## src/verilog/smdusd_pkg.sv

```systemverilog
// constants shared by both ends of the unit select and data lines
package smdusd_pkg;
  // ----------------------------------------------------------------
  // widths and bit positions
  // ----------------------------------------------------------------
  localparam int NCH = 2;
  localparam int UNIT_W = 4;
  localparam int BUS_OUT_W = 10;
  localparam int BUS_IN_W = 8;
  localparam int CODE_W = 8;
  localparam int PRIO_BIT = 9;
  localparam int USEL_HI_BIT = 3;
  localparam int TMR_W = 16;
  localparam int POS_W = 16;
  localparam int CNT_W = 8;
  // ----------------------------------------------------------------
  // command codes and reset values
  // ----------------------------------------------------------------
  localparam logic [7:0] RELEASE_CODE = 8'h80;
  localparam logic [15:0] RSV_TIMEOUT_DEF = 16'h03E8;
  localparam logic [15:0] REV_CYC_DEF = 16'h0800;
  localparam logic RST_LOW = 1'b0;
  // ----------------------------------------------------------------
  // timing
  // ----------------------------------------------------------------
  localparam int CLK_PERIOD_PS = 5000;
  localparam int LINK_PERIOD_PS = 32000;
  localparam int SEL_MAX_NS = 600;
  localparam int SEL_MAX_LINK_CYC = (SEL_MAX_NS * 1000) / LINK_PERIOD_PS;
  localparam int WCLK_LEAD_NS = 250;
  localparam int WCLK_LEAD_CYC = (WCLK_LEAD_NS * 1000 + LINK_PERIOD_PS - 1) / LINK_PERIOD_PS;
  localparam int CMD_HOLD_NS = 160;
  localparam int CMD_HOLD_CYC = (CMD_HOLD_NS * 1000 + CLK_PERIOD_PS - 1) / CLK_PERIOD_PS;
endpackage : smdusd_pkg

```

## src/verilog/smdusd_if.sv

```systemverilog
// one channel of the unit select and data cable
`timescale 1ns/1ps
interface smdusd_if;
  logic sel_tag;
  logic [smdusd_pkg::UNIT_W-1:0] unit_sel;
  logic [smdusd_pkg::BUS_OUT_W-1:0] bus_out;
  logic cmd_tag;
  logic wclk_run;
  logic write_gate;
  logic write_data;
  logic [smdusd_pkg::BUS_IN_W-1:0] bus_in;
  logic busy;
  logic sel_ack;
  logic index_mark;
  logic sector_mark;
  logic read_clk;
  logic read_data;
  modport drive (
    input sel_tag, unit_sel, bus_out, cmd_tag, wclk_run, write_gate, write_data,
    output bus_in, busy, sel_ack, index_mark, sector_mark, read_clk, read_data
  );
  modport ctrl (
    output sel_tag, unit_sel, bus_out, cmd_tag, wclk_run, write_gate, write_data,
    input bus_in, busy, sel_ack, index_mark, sector_mark, read_clk, read_data
  );
endinterface : smdusd_if

```

## src/verilog/smdusd_drive.sv

```systemverilog
// drive end: two-channel unit selection, reservation, marks and data lines
`timescale 1ns/1ps
module smdusd_drive #(
  parameter logic [15:0] REV_CYC = smdusd_pkg::REV_CYC_DEF // link cycles per revolution
) (
  input wire logic link_clk, // servo clock, clocks the whole drive end
  input wire logic sys_rst, // synchronous reset, active high
  smdusd_if.drive ch_a, // channel 0 cable
  smdusd_if.drive ch_b, // channel 1 cable
  input wire logic [3:0] unit_addr, // assigned logical address
  input wire logic enhanced, // enhanced interface variant switch
  input wire logic [1:0] ch_enable, // per-channel enable
  input wire logic [15:0] rsv_timeout, // reserve timeout in link cycles
  input wire logic [7:0] status_in, // status byte to present
  input wire logic index_off, // suppress index marks
  input wire logic sector_off, // suppress sector marks
  input wire logic [15:0] sectors_per_rev, // sector marks per revolution
  input wire logic disc_bit, // recovered bit from the disc
  output logic rd_take, // pulse: disc_bit taken into a cell
  output logic wr_valid, // pulse: wr_bit is a recorded bit
  output logic wr_bit, // bit to record
  output logic [1:0] sel_state, // selected per channel
  output logic [1:0] rsv_state, // reserved per channel
  output logic [1:0] tag5, // tag 5 level per channel
  output logic cmd_valid, // pulse: command accepted
  output logic cmd_chan, // channel of accepted command
  output logic [7:0] cmd_code // code of accepted command
);
  // ----------------------------------------------------------------
  // state
  // ----------------------------------------------------------------
  localparam int NCH = smdusd_pkg::NCH;
  typedef struct packed {
    logic [NCH-1:0] s1_tag, s2_tag, s1_cmd, s2_cmd, cmd_prev;
    logic [NCH-1:0][3:0] s1_us, s2_us;
    logic [NCH-1:0][9:0] s1_bo, s2_bo;
    logic [NCH-1:0] sel, rsv, busy, tag5;
    logic [NCH-1:0][smdusd_pkg::TMR_W-1:0] tmr;
    logic [NCH-1:0][7:0] bus_in;
    logic [smdusd_pkg::POS_W-1:0] pos, acc;
    logic index_mark, sector_mark;
    logic read_clk, read_data, rd_take;
    logic wr_valid, wr_bit;
    logic cmd_valid, cmd_chan;
    logic [7:0] cmd_code;
  } smdusd_dst_t;
  smdusd_dst_t q, n;
  logic [NCH-1:0] wgate;
  logic [NCH-1:0] wdata;
  logic hit;
  logic prio;
  logic edge_cmd;
  // write lines are driven on this same clock, so they need no synchroniser
  assign wgate = {ch_b.write_gate, ch_a.write_gate};
  assign wdata = {ch_b.write_data, ch_a.write_data};
  // ----------------------------------------------------------------
  // next state
  // ----------------------------------------------------------------
  always_comb begin
    n = q;
    hit = 1'b0;
    prio = 1'b0;
    edge_cmd = 1'b0;
    // tag, address and bus lines come from the controller's clock
    n.s1_tag = {ch_b.sel_tag, ch_a.sel_tag};
    n.s2_tag = q.s1_tag;
    n.s1_us = {ch_b.unit_sel, ch_a.unit_sel};
    n.s2_us = q.s1_us;
    n.s1_bo = {ch_b.bus_out, ch_a.bus_out};
    n.s2_bo = q.s1_bo;
    n.s1_cmd = {ch_b.cmd_tag, ch_a.cmd_tag};
    n.s2_cmd = q.s1_cmd;
    n.cmd_prev = q.s2_cmd;
    n.cmd_valid = 1'b0;
    n.wr_valid = 1'b0;
    // channel 1 is evaluated last, so it wins a same-cycle priority clash
    for (int c = 0; c < NCH; c++) begin
      // reservation held without selection ages out
      if (q.rsv[c] && !q.sel[c]) begin
        if (q.tmr[c] >= rsv_timeout) begin
          n.rsv[c] = 1'b0;
          n.tmr[c] = '0;
        end else begin
          n.tmr[c] = smdusd_pkg::TMR_W'(q.tmr[c] + 1'b1);
        end
      end
      // bit 3 joins the compare until selected under the enhanced variant
      hit = (q.s2_us[c][2:0] == unit_addr[2:0]) &&
            ((q.s2_us[c][smdusd_pkg::USEL_HI_BIT] == unit_addr[3]) ||
             (enhanced && q.sel[c]));
      prio = q.s2_bo[c][smdusd_pkg::PRIO_BIT];
      n.busy[c] = q.busy[c] & q.s2_tag[c];
      if (!q.s2_tag[c]) begin
        n.sel[c] = 1'b0;
      // a held selection is not re-reserved each cycle, so a release sticks
      end else if (hit && ch_enable[c] && !q.sel[c]) begin
        if (prio) begin
          n.sel[c] = 1'b1;
          n.rsv[c] = 1'b1;
          n.busy[c] = 1'b0;
          n.tmr[c] = '0;
          n.sel[c ^ 1] = 1'b0;
          n.rsv[c ^ 1] = 1'b0;
        end else if (!q.sel[c] && (n.sel[c ^ 1] || n.rsv[c ^ 1])) begin
          n.busy[c] = 1'b1;
        end else begin
          n.sel[c] = 1'b1;
          n.rsv[c] = 1'b1;
          n.tmr[c] = '0;
        end
      end
      n.tag5[c] = enhanced & n.sel[c] & q.s2_us[c][smdusd_pkg::USEL_HI_BIT];
      // commands count only on a fresh strobe while acknowledged
      edge_cmd = q.s2_cmd[c] & ~q.cmd_prev[c];
      if (edge_cmd && q.sel[c]) begin
        n.cmd_valid = 1'b1;
        n.cmd_chan = c[0];
        n.cmd_code = q.s2_bo[c][7:0];
        n.tmr[c] = '0;
        if (q.s2_bo[c][7:0] == smdusd_pkg::RELEASE_CODE) n.rsv[c] = 1'b0;
      end
      n.bus_in[c] = n.sel[c] ? status_in : '0;
      if (q.sel[c] && wgate[c]) begin
        n.wr_valid = 1'b1;
        n.wr_bit = wdata[c];
      end
    end
    // ----------------------------------------------------------------
    // revolution position, index and sector marks
    // ----------------------------------------------------------------
    n.index_mark = 1'b0;
    n.sector_mark = 1'b0;
    if (q.pos >= REV_CYC - 16'h0001) begin
      n.pos = '0;
      n.acc = '0;
      n.index_mark = ~index_off;
      n.sector_mark = ~sector_off;
    end else begin
      n.pos = smdusd_pkg::POS_W'(q.pos + 1'b1);
      // even spread: one mark each time the sum passes a revolution
      n.acc = smdusd_pkg::POS_W'(q.acc + sectors_per_rev);
      if (n.acc >= REV_CYC) begin
        n.acc = smdusd_pkg::POS_W'(n.acc - REV_CYC);
        n.sector_mark = ~sector_off;
      end
    end
    // ----------------------------------------------------------------
    // read clock and data: one cell per two link cycles
    // ----------------------------------------------------------------
    n.read_clk = ~q.read_clk;
    n.rd_take = 1'b0;
    if (!q.read_clk) begin
      n.read_data = disc_bit;
      n.rd_take = 1'b1;
    end
  end
  // ----------------------------------------------------------------
  // registers
  // ----------------------------------------------------------------
  always_ff @(posedge link_clk) begin
    if (sys_rst) q <= '0;
    else q <= n;
  end
  // ----------------------------------------------------------------
  // outputs
  // ----------------------------------------------------------------
  assign ch_a.bus_in = q.bus_in[0];
  assign ch_b.bus_in = q.bus_in[1];
  assign ch_a.busy = q.busy[0];
  assign ch_b.busy = q.busy[1];
  assign ch_a.sel_ack = q.sel[0];
  assign ch_b.sel_ack = q.sel[1];
  assign ch_a.index_mark = q.index_mark;
  assign ch_b.index_mark = q.index_mark;
  assign ch_a.sector_mark = q.sector_mark;
  assign ch_b.sector_mark = q.sector_mark;
  assign ch_a.read_clk = q.read_clk;
  assign ch_b.read_clk = q.read_clk;
  assign ch_a.read_data = q.read_data;
  assign ch_b.read_data = q.read_data;
  assign rd_take = q.rd_take;
  assign wr_valid = q.wr_valid;
  assign wr_bit = q.wr_bit;
  assign sel_state = q.sel;
  assign rsv_state = q.rsv;
  assign tag5 = q.tag5;
  assign cmd_valid = q.cmd_valid;
  assign cmd_chan = q.cmd_chan;
  assign cmd_code = q.cmd_code;
endmodule : smdusd_drive

```

## src/flat_wrapper.sv

```systemverilog
// flat-port wrapper written by rule: the top's interface ports become plain ports
module smdusd_drive_flat 
#(
  parameter logic [15:0] REV_CYC = smdusd_pkg::REV_CYC_DEF                              
)
  (link_clk, sys_rst, unit_addr, enhanced, ch_enable, rsv_timeout, status_in, index_off, sector_off, sectors_per_rev, disc_bit, rd_take, wr_valid, wr_bit, sel_state, rsv_state, tag5, cmd_valid, cmd_chan, cmd_code, ch_a_sel_tag, ch_a_unit_sel, ch_a_bus_out, ch_a_cmd_tag, ch_a_wclk_run, ch_a_write_gate, ch_a_write_data, ch_a_bus_in, ch_a_busy, ch_a_sel_ack, ch_a_index_mark, ch_a_sector_mark, ch_a_read_clk, ch_a_read_data, ch_b_sel_tag, ch_b_unit_sel, ch_b_bus_out, ch_b_cmd_tag, ch_b_wclk_run, ch_b_write_gate, ch_b_write_data, ch_b_bus_in, ch_b_busy, ch_b_sel_ack, ch_b_index_mark, ch_b_sector_mark, ch_b_read_clk, ch_b_read_data);
  smdusd_if ch_a_i ();
  smdusd_if ch_b_i ();
  input wire logic link_clk;
  input wire logic sys_rst;
  input wire logic [3:0] unit_addr;
  input wire logic enhanced;
  input wire logic [1:0] ch_enable;
  input wire logic [15:0] rsv_timeout;
  input wire logic [7:0] status_in;
  input wire logic index_off;
  input wire logic sector_off;
  input wire logic [15:0] sectors_per_rev;
  input wire logic disc_bit;
  output logic rd_take;
  output logic wr_valid;
  output logic wr_bit;
  output logic [1:0] sel_state;
  output logic [1:0] rsv_state;
  output logic [1:0] tag5;
  output logic cmd_valid;
  output logic cmd_chan;
  output logic [7:0] cmd_code;
  input wire logic [$bits(ch_a_i.sel_tag)-1:0] ch_a_sel_tag;
  input wire logic [$bits(ch_a_i.unit_sel)-1:0] ch_a_unit_sel;
  input wire logic [$bits(ch_a_i.bus_out)-1:0] ch_a_bus_out;
  input wire logic [$bits(ch_a_i.cmd_tag)-1:0] ch_a_cmd_tag;
  input wire logic [$bits(ch_a_i.wclk_run)-1:0] ch_a_wclk_run;
  input wire logic [$bits(ch_a_i.write_gate)-1:0] ch_a_write_gate;
  input wire logic [$bits(ch_a_i.write_data)-1:0] ch_a_write_data;
  output wire logic [$bits(ch_a_i.bus_in)-1:0] ch_a_bus_in;
  output wire logic [$bits(ch_a_i.busy)-1:0] ch_a_busy;
  output wire logic [$bits(ch_a_i.sel_ack)-1:0] ch_a_sel_ack;
  output wire logic [$bits(ch_a_i.index_mark)-1:0] ch_a_index_mark;
  output wire logic [$bits(ch_a_i.sector_mark)-1:0] ch_a_sector_mark;
  output wire logic [$bits(ch_a_i.read_clk)-1:0] ch_a_read_clk;
  output wire logic [$bits(ch_a_i.read_data)-1:0] ch_a_read_data;
  input wire logic [$bits(ch_b_i.sel_tag)-1:0] ch_b_sel_tag;
  input wire logic [$bits(ch_b_i.unit_sel)-1:0] ch_b_unit_sel;
  input wire logic [$bits(ch_b_i.bus_out)-1:0] ch_b_bus_out;
  input wire logic [$bits(ch_b_i.cmd_tag)-1:0] ch_b_cmd_tag;
  input wire logic [$bits(ch_b_i.wclk_run)-1:0] ch_b_wclk_run;
  input wire logic [$bits(ch_b_i.write_gate)-1:0] ch_b_write_gate;
  input wire logic [$bits(ch_b_i.write_data)-1:0] ch_b_write_data;
  output wire logic [$bits(ch_b_i.bus_in)-1:0] ch_b_bus_in;
  output wire logic [$bits(ch_b_i.busy)-1:0] ch_b_busy;
  output wire logic [$bits(ch_b_i.sel_ack)-1:0] ch_b_sel_ack;
  output wire logic [$bits(ch_b_i.index_mark)-1:0] ch_b_index_mark;
  output wire logic [$bits(ch_b_i.sector_mark)-1:0] ch_b_sector_mark;
  output wire logic [$bits(ch_b_i.read_clk)-1:0] ch_b_read_clk;
  output wire logic [$bits(ch_b_i.read_data)-1:0] ch_b_read_data;
  assign ch_a_i.sel_tag = ch_a_sel_tag;
  assign ch_a_i.unit_sel = ch_a_unit_sel;
  assign ch_a_i.bus_out = ch_a_bus_out;
  assign ch_a_i.cmd_tag = ch_a_cmd_tag;
  assign ch_a_i.wclk_run = ch_a_wclk_run;
  assign ch_a_i.write_gate = ch_a_write_gate;
  assign ch_a_i.write_data = ch_a_write_data;
  assign ch_a_bus_in = ch_a_i.bus_in;
  assign ch_a_busy = ch_a_i.busy;
  assign ch_a_sel_ack = ch_a_i.sel_ack;
  assign ch_a_index_mark = ch_a_i.index_mark;
  assign ch_a_sector_mark = ch_a_i.sector_mark;
  assign ch_a_read_clk = ch_a_i.read_clk;
  assign ch_a_read_data = ch_a_i.read_data;
  assign ch_b_i.sel_tag = ch_b_sel_tag;
  assign ch_b_i.unit_sel = ch_b_unit_sel;
  assign ch_b_i.bus_out = ch_b_bus_out;
  assign ch_b_i.cmd_tag = ch_b_cmd_tag;
  assign ch_b_i.wclk_run = ch_b_wclk_run;
  assign ch_b_i.write_gate = ch_b_write_gate;
  assign ch_b_i.write_data = ch_b_write_data;
  assign ch_b_bus_in = ch_b_i.bus_in;
  assign ch_b_busy = ch_b_i.busy;
  assign ch_b_sel_ack = ch_b_i.sel_ack;
  assign ch_b_index_mark = ch_b_i.index_mark;
  assign ch_b_sector_mark = ch_b_i.sector_mark;
  assign ch_b_read_clk = ch_b_i.read_clk;
  assign ch_b_read_data = ch_b_i.read_data;
  smdusd_drive #(.REV_CYC(REV_CYC)) u_core (.link_clk(link_clk), .sys_rst(sys_rst), .ch_a(ch_a_i), .ch_b(ch_b_i), .unit_addr(unit_addr), .enhanced(enhanced), .ch_enable(ch_enable), .rsv_timeout(rsv_timeout), .status_in(status_in), .index_off(index_off), .sector_off(sector_off), .sectors_per_rev(sectors_per_rev), .disc_bit(disc_bit), .rd_take(rd_take), .wr_valid(wr_valid), .wr_bit(wr_bit), .sel_state(sel_state), .rsv_state(rsv_state), .tag5(tag5), .cmd_valid(cmd_valid), .cmd_chan(cmd_chan), .cmd_code(cmd_code));
endmodule
```

## config.mk

```make
export PLATFORM = sky130hd
export DESIGN_NAME = smdusd_drive_flat
export DESIGN_NICKNAME = d
export VERILOG_FILES = /design/src/verilog/smdusd_pkg.sv /design/src/verilog/smdusd_if.sv /design/src/verilog/smdusd_drive.sv /design/src/flat_wrapper.sv
export SDC_FILE = /design/constraint.sdc
export NUM_CORES = 1
export LEC_CHECK = 0
export BUFFER_PORTS_ARGS = -buffer_cell sky130_fd_sc_hd__clkbuf_2
export CORE_ASPECT_RATIO = 1.5
export CORE_MARGIN = 3
export CORE_UTILIZATION = 56
export CTS_CLUSTER_SIZE = 20
export DETAILED_ROUTE_END_ITERATION = 10
export PLACE_DENSITY = 0.91
export SLEW_MARGIN = 10
export SYNTH_ARGS = -nofsm -noshare
export SYNTH_HDL_FRONTEND = slang
export SYNTH_SLANG_ARGS = --single-unit
```

## constraint.sdc

```tcl
create_clock -name link_clk -period 4.36 [get_ports link_clk]
set_clock_uncertainty 0.1 [all_clocks]
set_input_delay 1.09 -clock link_clk [delete_from_list [all_inputs] [get_ports link_clk]]
set_output_delay 1.09 -clock link_clk [all_outputs]
set_load 0.005 [all_outputs]
```

==> reports/metrics.csv <==
stage,metric,value,unit
clocking,htree_levels,4,
worst_setup_path,path_cells,"clkbuf_2, ha_1, inv_1, fa_1, nand2b_1, a21o_1, a211o_1, and3_1, xnor2_1, nor4_2, a211oi_1",
worst_setup_path,worstSetupStartpointType,input port,
die,dieWidth,101,um
detailed_routing,vias,5909,
timing,hold_viol,0,
synth,yosys-top-cells-area,"dfxtp_1 44%, ha_1 8.4%, nor2b_1 5.4%",
global_routing,grt_pass1_vias,5754,
synth,avgSynthCellArea,9.43,um2
layout,syn_to_final_growth,14.7,%
pwr,p_sw_frac,0.259,
clocking,cts_sinks,166,
clocking,path_clk_slew,0.08,ns
timing,slew_headroom,0.324,
outcome,status,"complete, no violations",
die,io-pin-count,137,
timing,tightest_slew,1.01,ns
detailed_routing,viasPerCell,5.53,
synth,ys.flop_type,dfxtp_1,
detailed_routing,detail_route.iter0.violations,214,
min_path,min_path_type,reg -> reg,
die,core_area,0.0131,mm2
layout,layout_commonest_cell,dfxtp_1,
pwr,seqPwrFrac,0.477,
pwr,internal_power,2.43,mW
global_routing,grt_usage,0.208,
clocking,postCtsSetupBuffers,0,
timing,setup_viol,0,
detailed_routing,drc,0,
synth,ys_seq_area_frac,0.438,
place,place_congestion,0.839,
synth,ys_types,62,
worst_setup_path,worstPathRequired,4.54,ns
worst_setup_path,cp_max_fo,6,
detailed_routing,ant_nets,0,
synth,syn_inst,805,
synth,synth_edf_count,0,
detailed_routing,wirelength,15900,um
pwr,total_power,3.27,mW
worst_setup_path,cp.arrival,3.73,ns
die,start_util,0.577,
synth,synth_top_area_frac,0.438,
die,dieArea,0.0150,mm2
layout,diodes,0,
synth,ys_ff_latch,166,
worst_setup_path,cpPeakStageDelay,0.71,ns
synth,yosys.area.top_type,dfxtp_1,
die,row_count,51,
synth,syn_area,0.00759,mm2
layout,drive_gt1_frac,0.202,
global_routing,grt_pass1_wl,25400,um
pwr,clockPowerShare,0.468,
clocking,cts_tree,yes,
clocking,cts_buffers,17,
pwr,vdd_drop_max,0.354,mV
pwr,power_leakage,3.92,nW
detailed_routing,wl_per_cell,14.8,um
clocking,clk_latency,0.43,ns
worst_setup_path,critPathCaptureType,flop,
clocking,cts_root_buf,clkbuf_16,
global_routing,grt_antenna_before_repair,0,
place,dp_hpwl,11500,um
layout,final_cell_mix,"166 x dfxtp_1, 131 x clkbuf_2, 71 x nor2_1, 66 x nor2b_1, 51 x ha_1",
synth,ys_warn_count,0,
global_routing,grt_max_degree,68,
timing,finalMaxSlewViolations,0,
layout,final_nets,1039,
worst_setup_path,cpMaxStageDelayCell,nor4_2,
synth,synthArstFlopShare,0,
job,max-cap-violations,0,
timing,max_freq,281,MHz
timing,rsz0062_at_grt,no,
pwr,cellPowerDensity,376,mW/mm2
worst_setup_path,crit_type,in -> reg,
die,die_y,149,um
timing,min_period,3.56,ns
clocking,ctsResizeCount,0,
pwr,p_comb_frac,0.056,
clocking,hold_buffers,0,
detailed_routing,first_pass_iters,6,
place,place.port_buffers,132,
timing,setup_tns,0,ns
timing,finalCritPeriodShare,0.815,
pwr,power.switching,0.849,mW
global_routing,gr-total-overflow,0,
clocking,cts_buffer_depth,2,
layout,fillers,1009,
-- registers in the layout, summed over array words and instances (netlist names), 2 cells and up --
register and flops:
u_core.cmd_code 8, u_core.ch_a.bus_in 8, u_core.n 32, u_core.tag5 2, u_core.sel_state 2, u_core.q 93, u_core.ch_b.bus_in 8, u_core.rsv_state 2
-- critical path: cells and delay by family --
kind                       cells  cell delay, ns
adders and majority gates      2            0.58
AOI/OAI and AO/OA              3            0.63
buffers and inverters          2            0.15
and+or+nand+nor                3            1.07
xor gates and xnor gates       1            0.20
-- through the flow --
stage / setup WS (ns) / hold slack (ns) / instance area, um2 / instances / util
2_1_floorplan: 0.735 / 0.314 / 7600 / 808 / -
3_3_place_gp: 0.477 / 0.317 / 8080 / 1037 / 0.615
3_5_place_dp: 0.406 / 0.320 / 8080 / 1037 / 0.615
4_1_cts: 0.841 / 0.337 / 8700 / 1069 / 0.662
5_1_grt: 0.626 / 0.354 / 8700 / 1069 / 0.662
6_report: 0.805 / 0.337 / 8700 / 1069 / 0.662
-- path summary, 6_finish.rpt --
kind	start	endpoint	slack, ns	depth (start not counted)
worst min register to register	u_core.n[108]	u_core.q[108]	0.34	1
worst min-delay path	u_core.n[108]	u_core.q[108]	0.34	1
worst max register to register	u_core.q[17]	u_core.ch_a.sector_mark	1.24	10
worst max-delay path	sectors_per_rev[0]	u_core.ch_a.sector_mark	0.80	11
-- layout make-up --
cell class,instances,area [um2],area share
clock buffers,17,425,0.0489
clock inverters,15,193,0.0221
inverters,29,109,0.0125
multi-input cells,548,3760,0.433
flip-flops and latches,166,3320,0.382
well taps,159,199,0.0229
repair buffers,135,686,0.0788
-- power groups by stage --
stage	Combinational (mW)	Clock [mW]	Sequential, mW
after detailed placement	0.179	0	1.60
after global placement	0.174	0	1.59
after CTS	0.182	1.55	1.56
after global routing	0.203	1.61	1.56
after floorplan	0.116	0	1.59
final	0.182	1.53	1.56
-- metal layers --
metal,track usage,vias up,share of wire
met5,0,-,0
met4,0.0991,0,0.034
met3,0.0427,46,0.040
met2,0.380,166,0.54
met1,0.222,2754,0.39
li1,-,2943,-
-- cell families (layout without fill, tap and decap cells) --
kind of cell    count (synthesis)  in the layout  synth area share
flops                         166            166             0.438
compound gates                137            137             0.129
other cells                     1              4          0.000494
mux                             9              9            0.0119
xor+xnor                       57             57            0.0658
simple gates                  289            289             0.201
buf+inv                        94            196            0.0673
fa+ha+maj                      52             52            0.0867
-- synth_stat cells, types with 14 or more instances --
library cell	instances
nor2_1	71
ha_1	51
a211oi_1	15
nand2_1	40
clkbuf_1	21
dfxtp_1	166
buf_4	35
xor2_1	24
inv_1	28
nor2b_1	66
and3_1	14
a21o_1	23
xnor2_1	33
nand3_1	27
a21oi_1	38
Power figures use the tool's default switching activity.
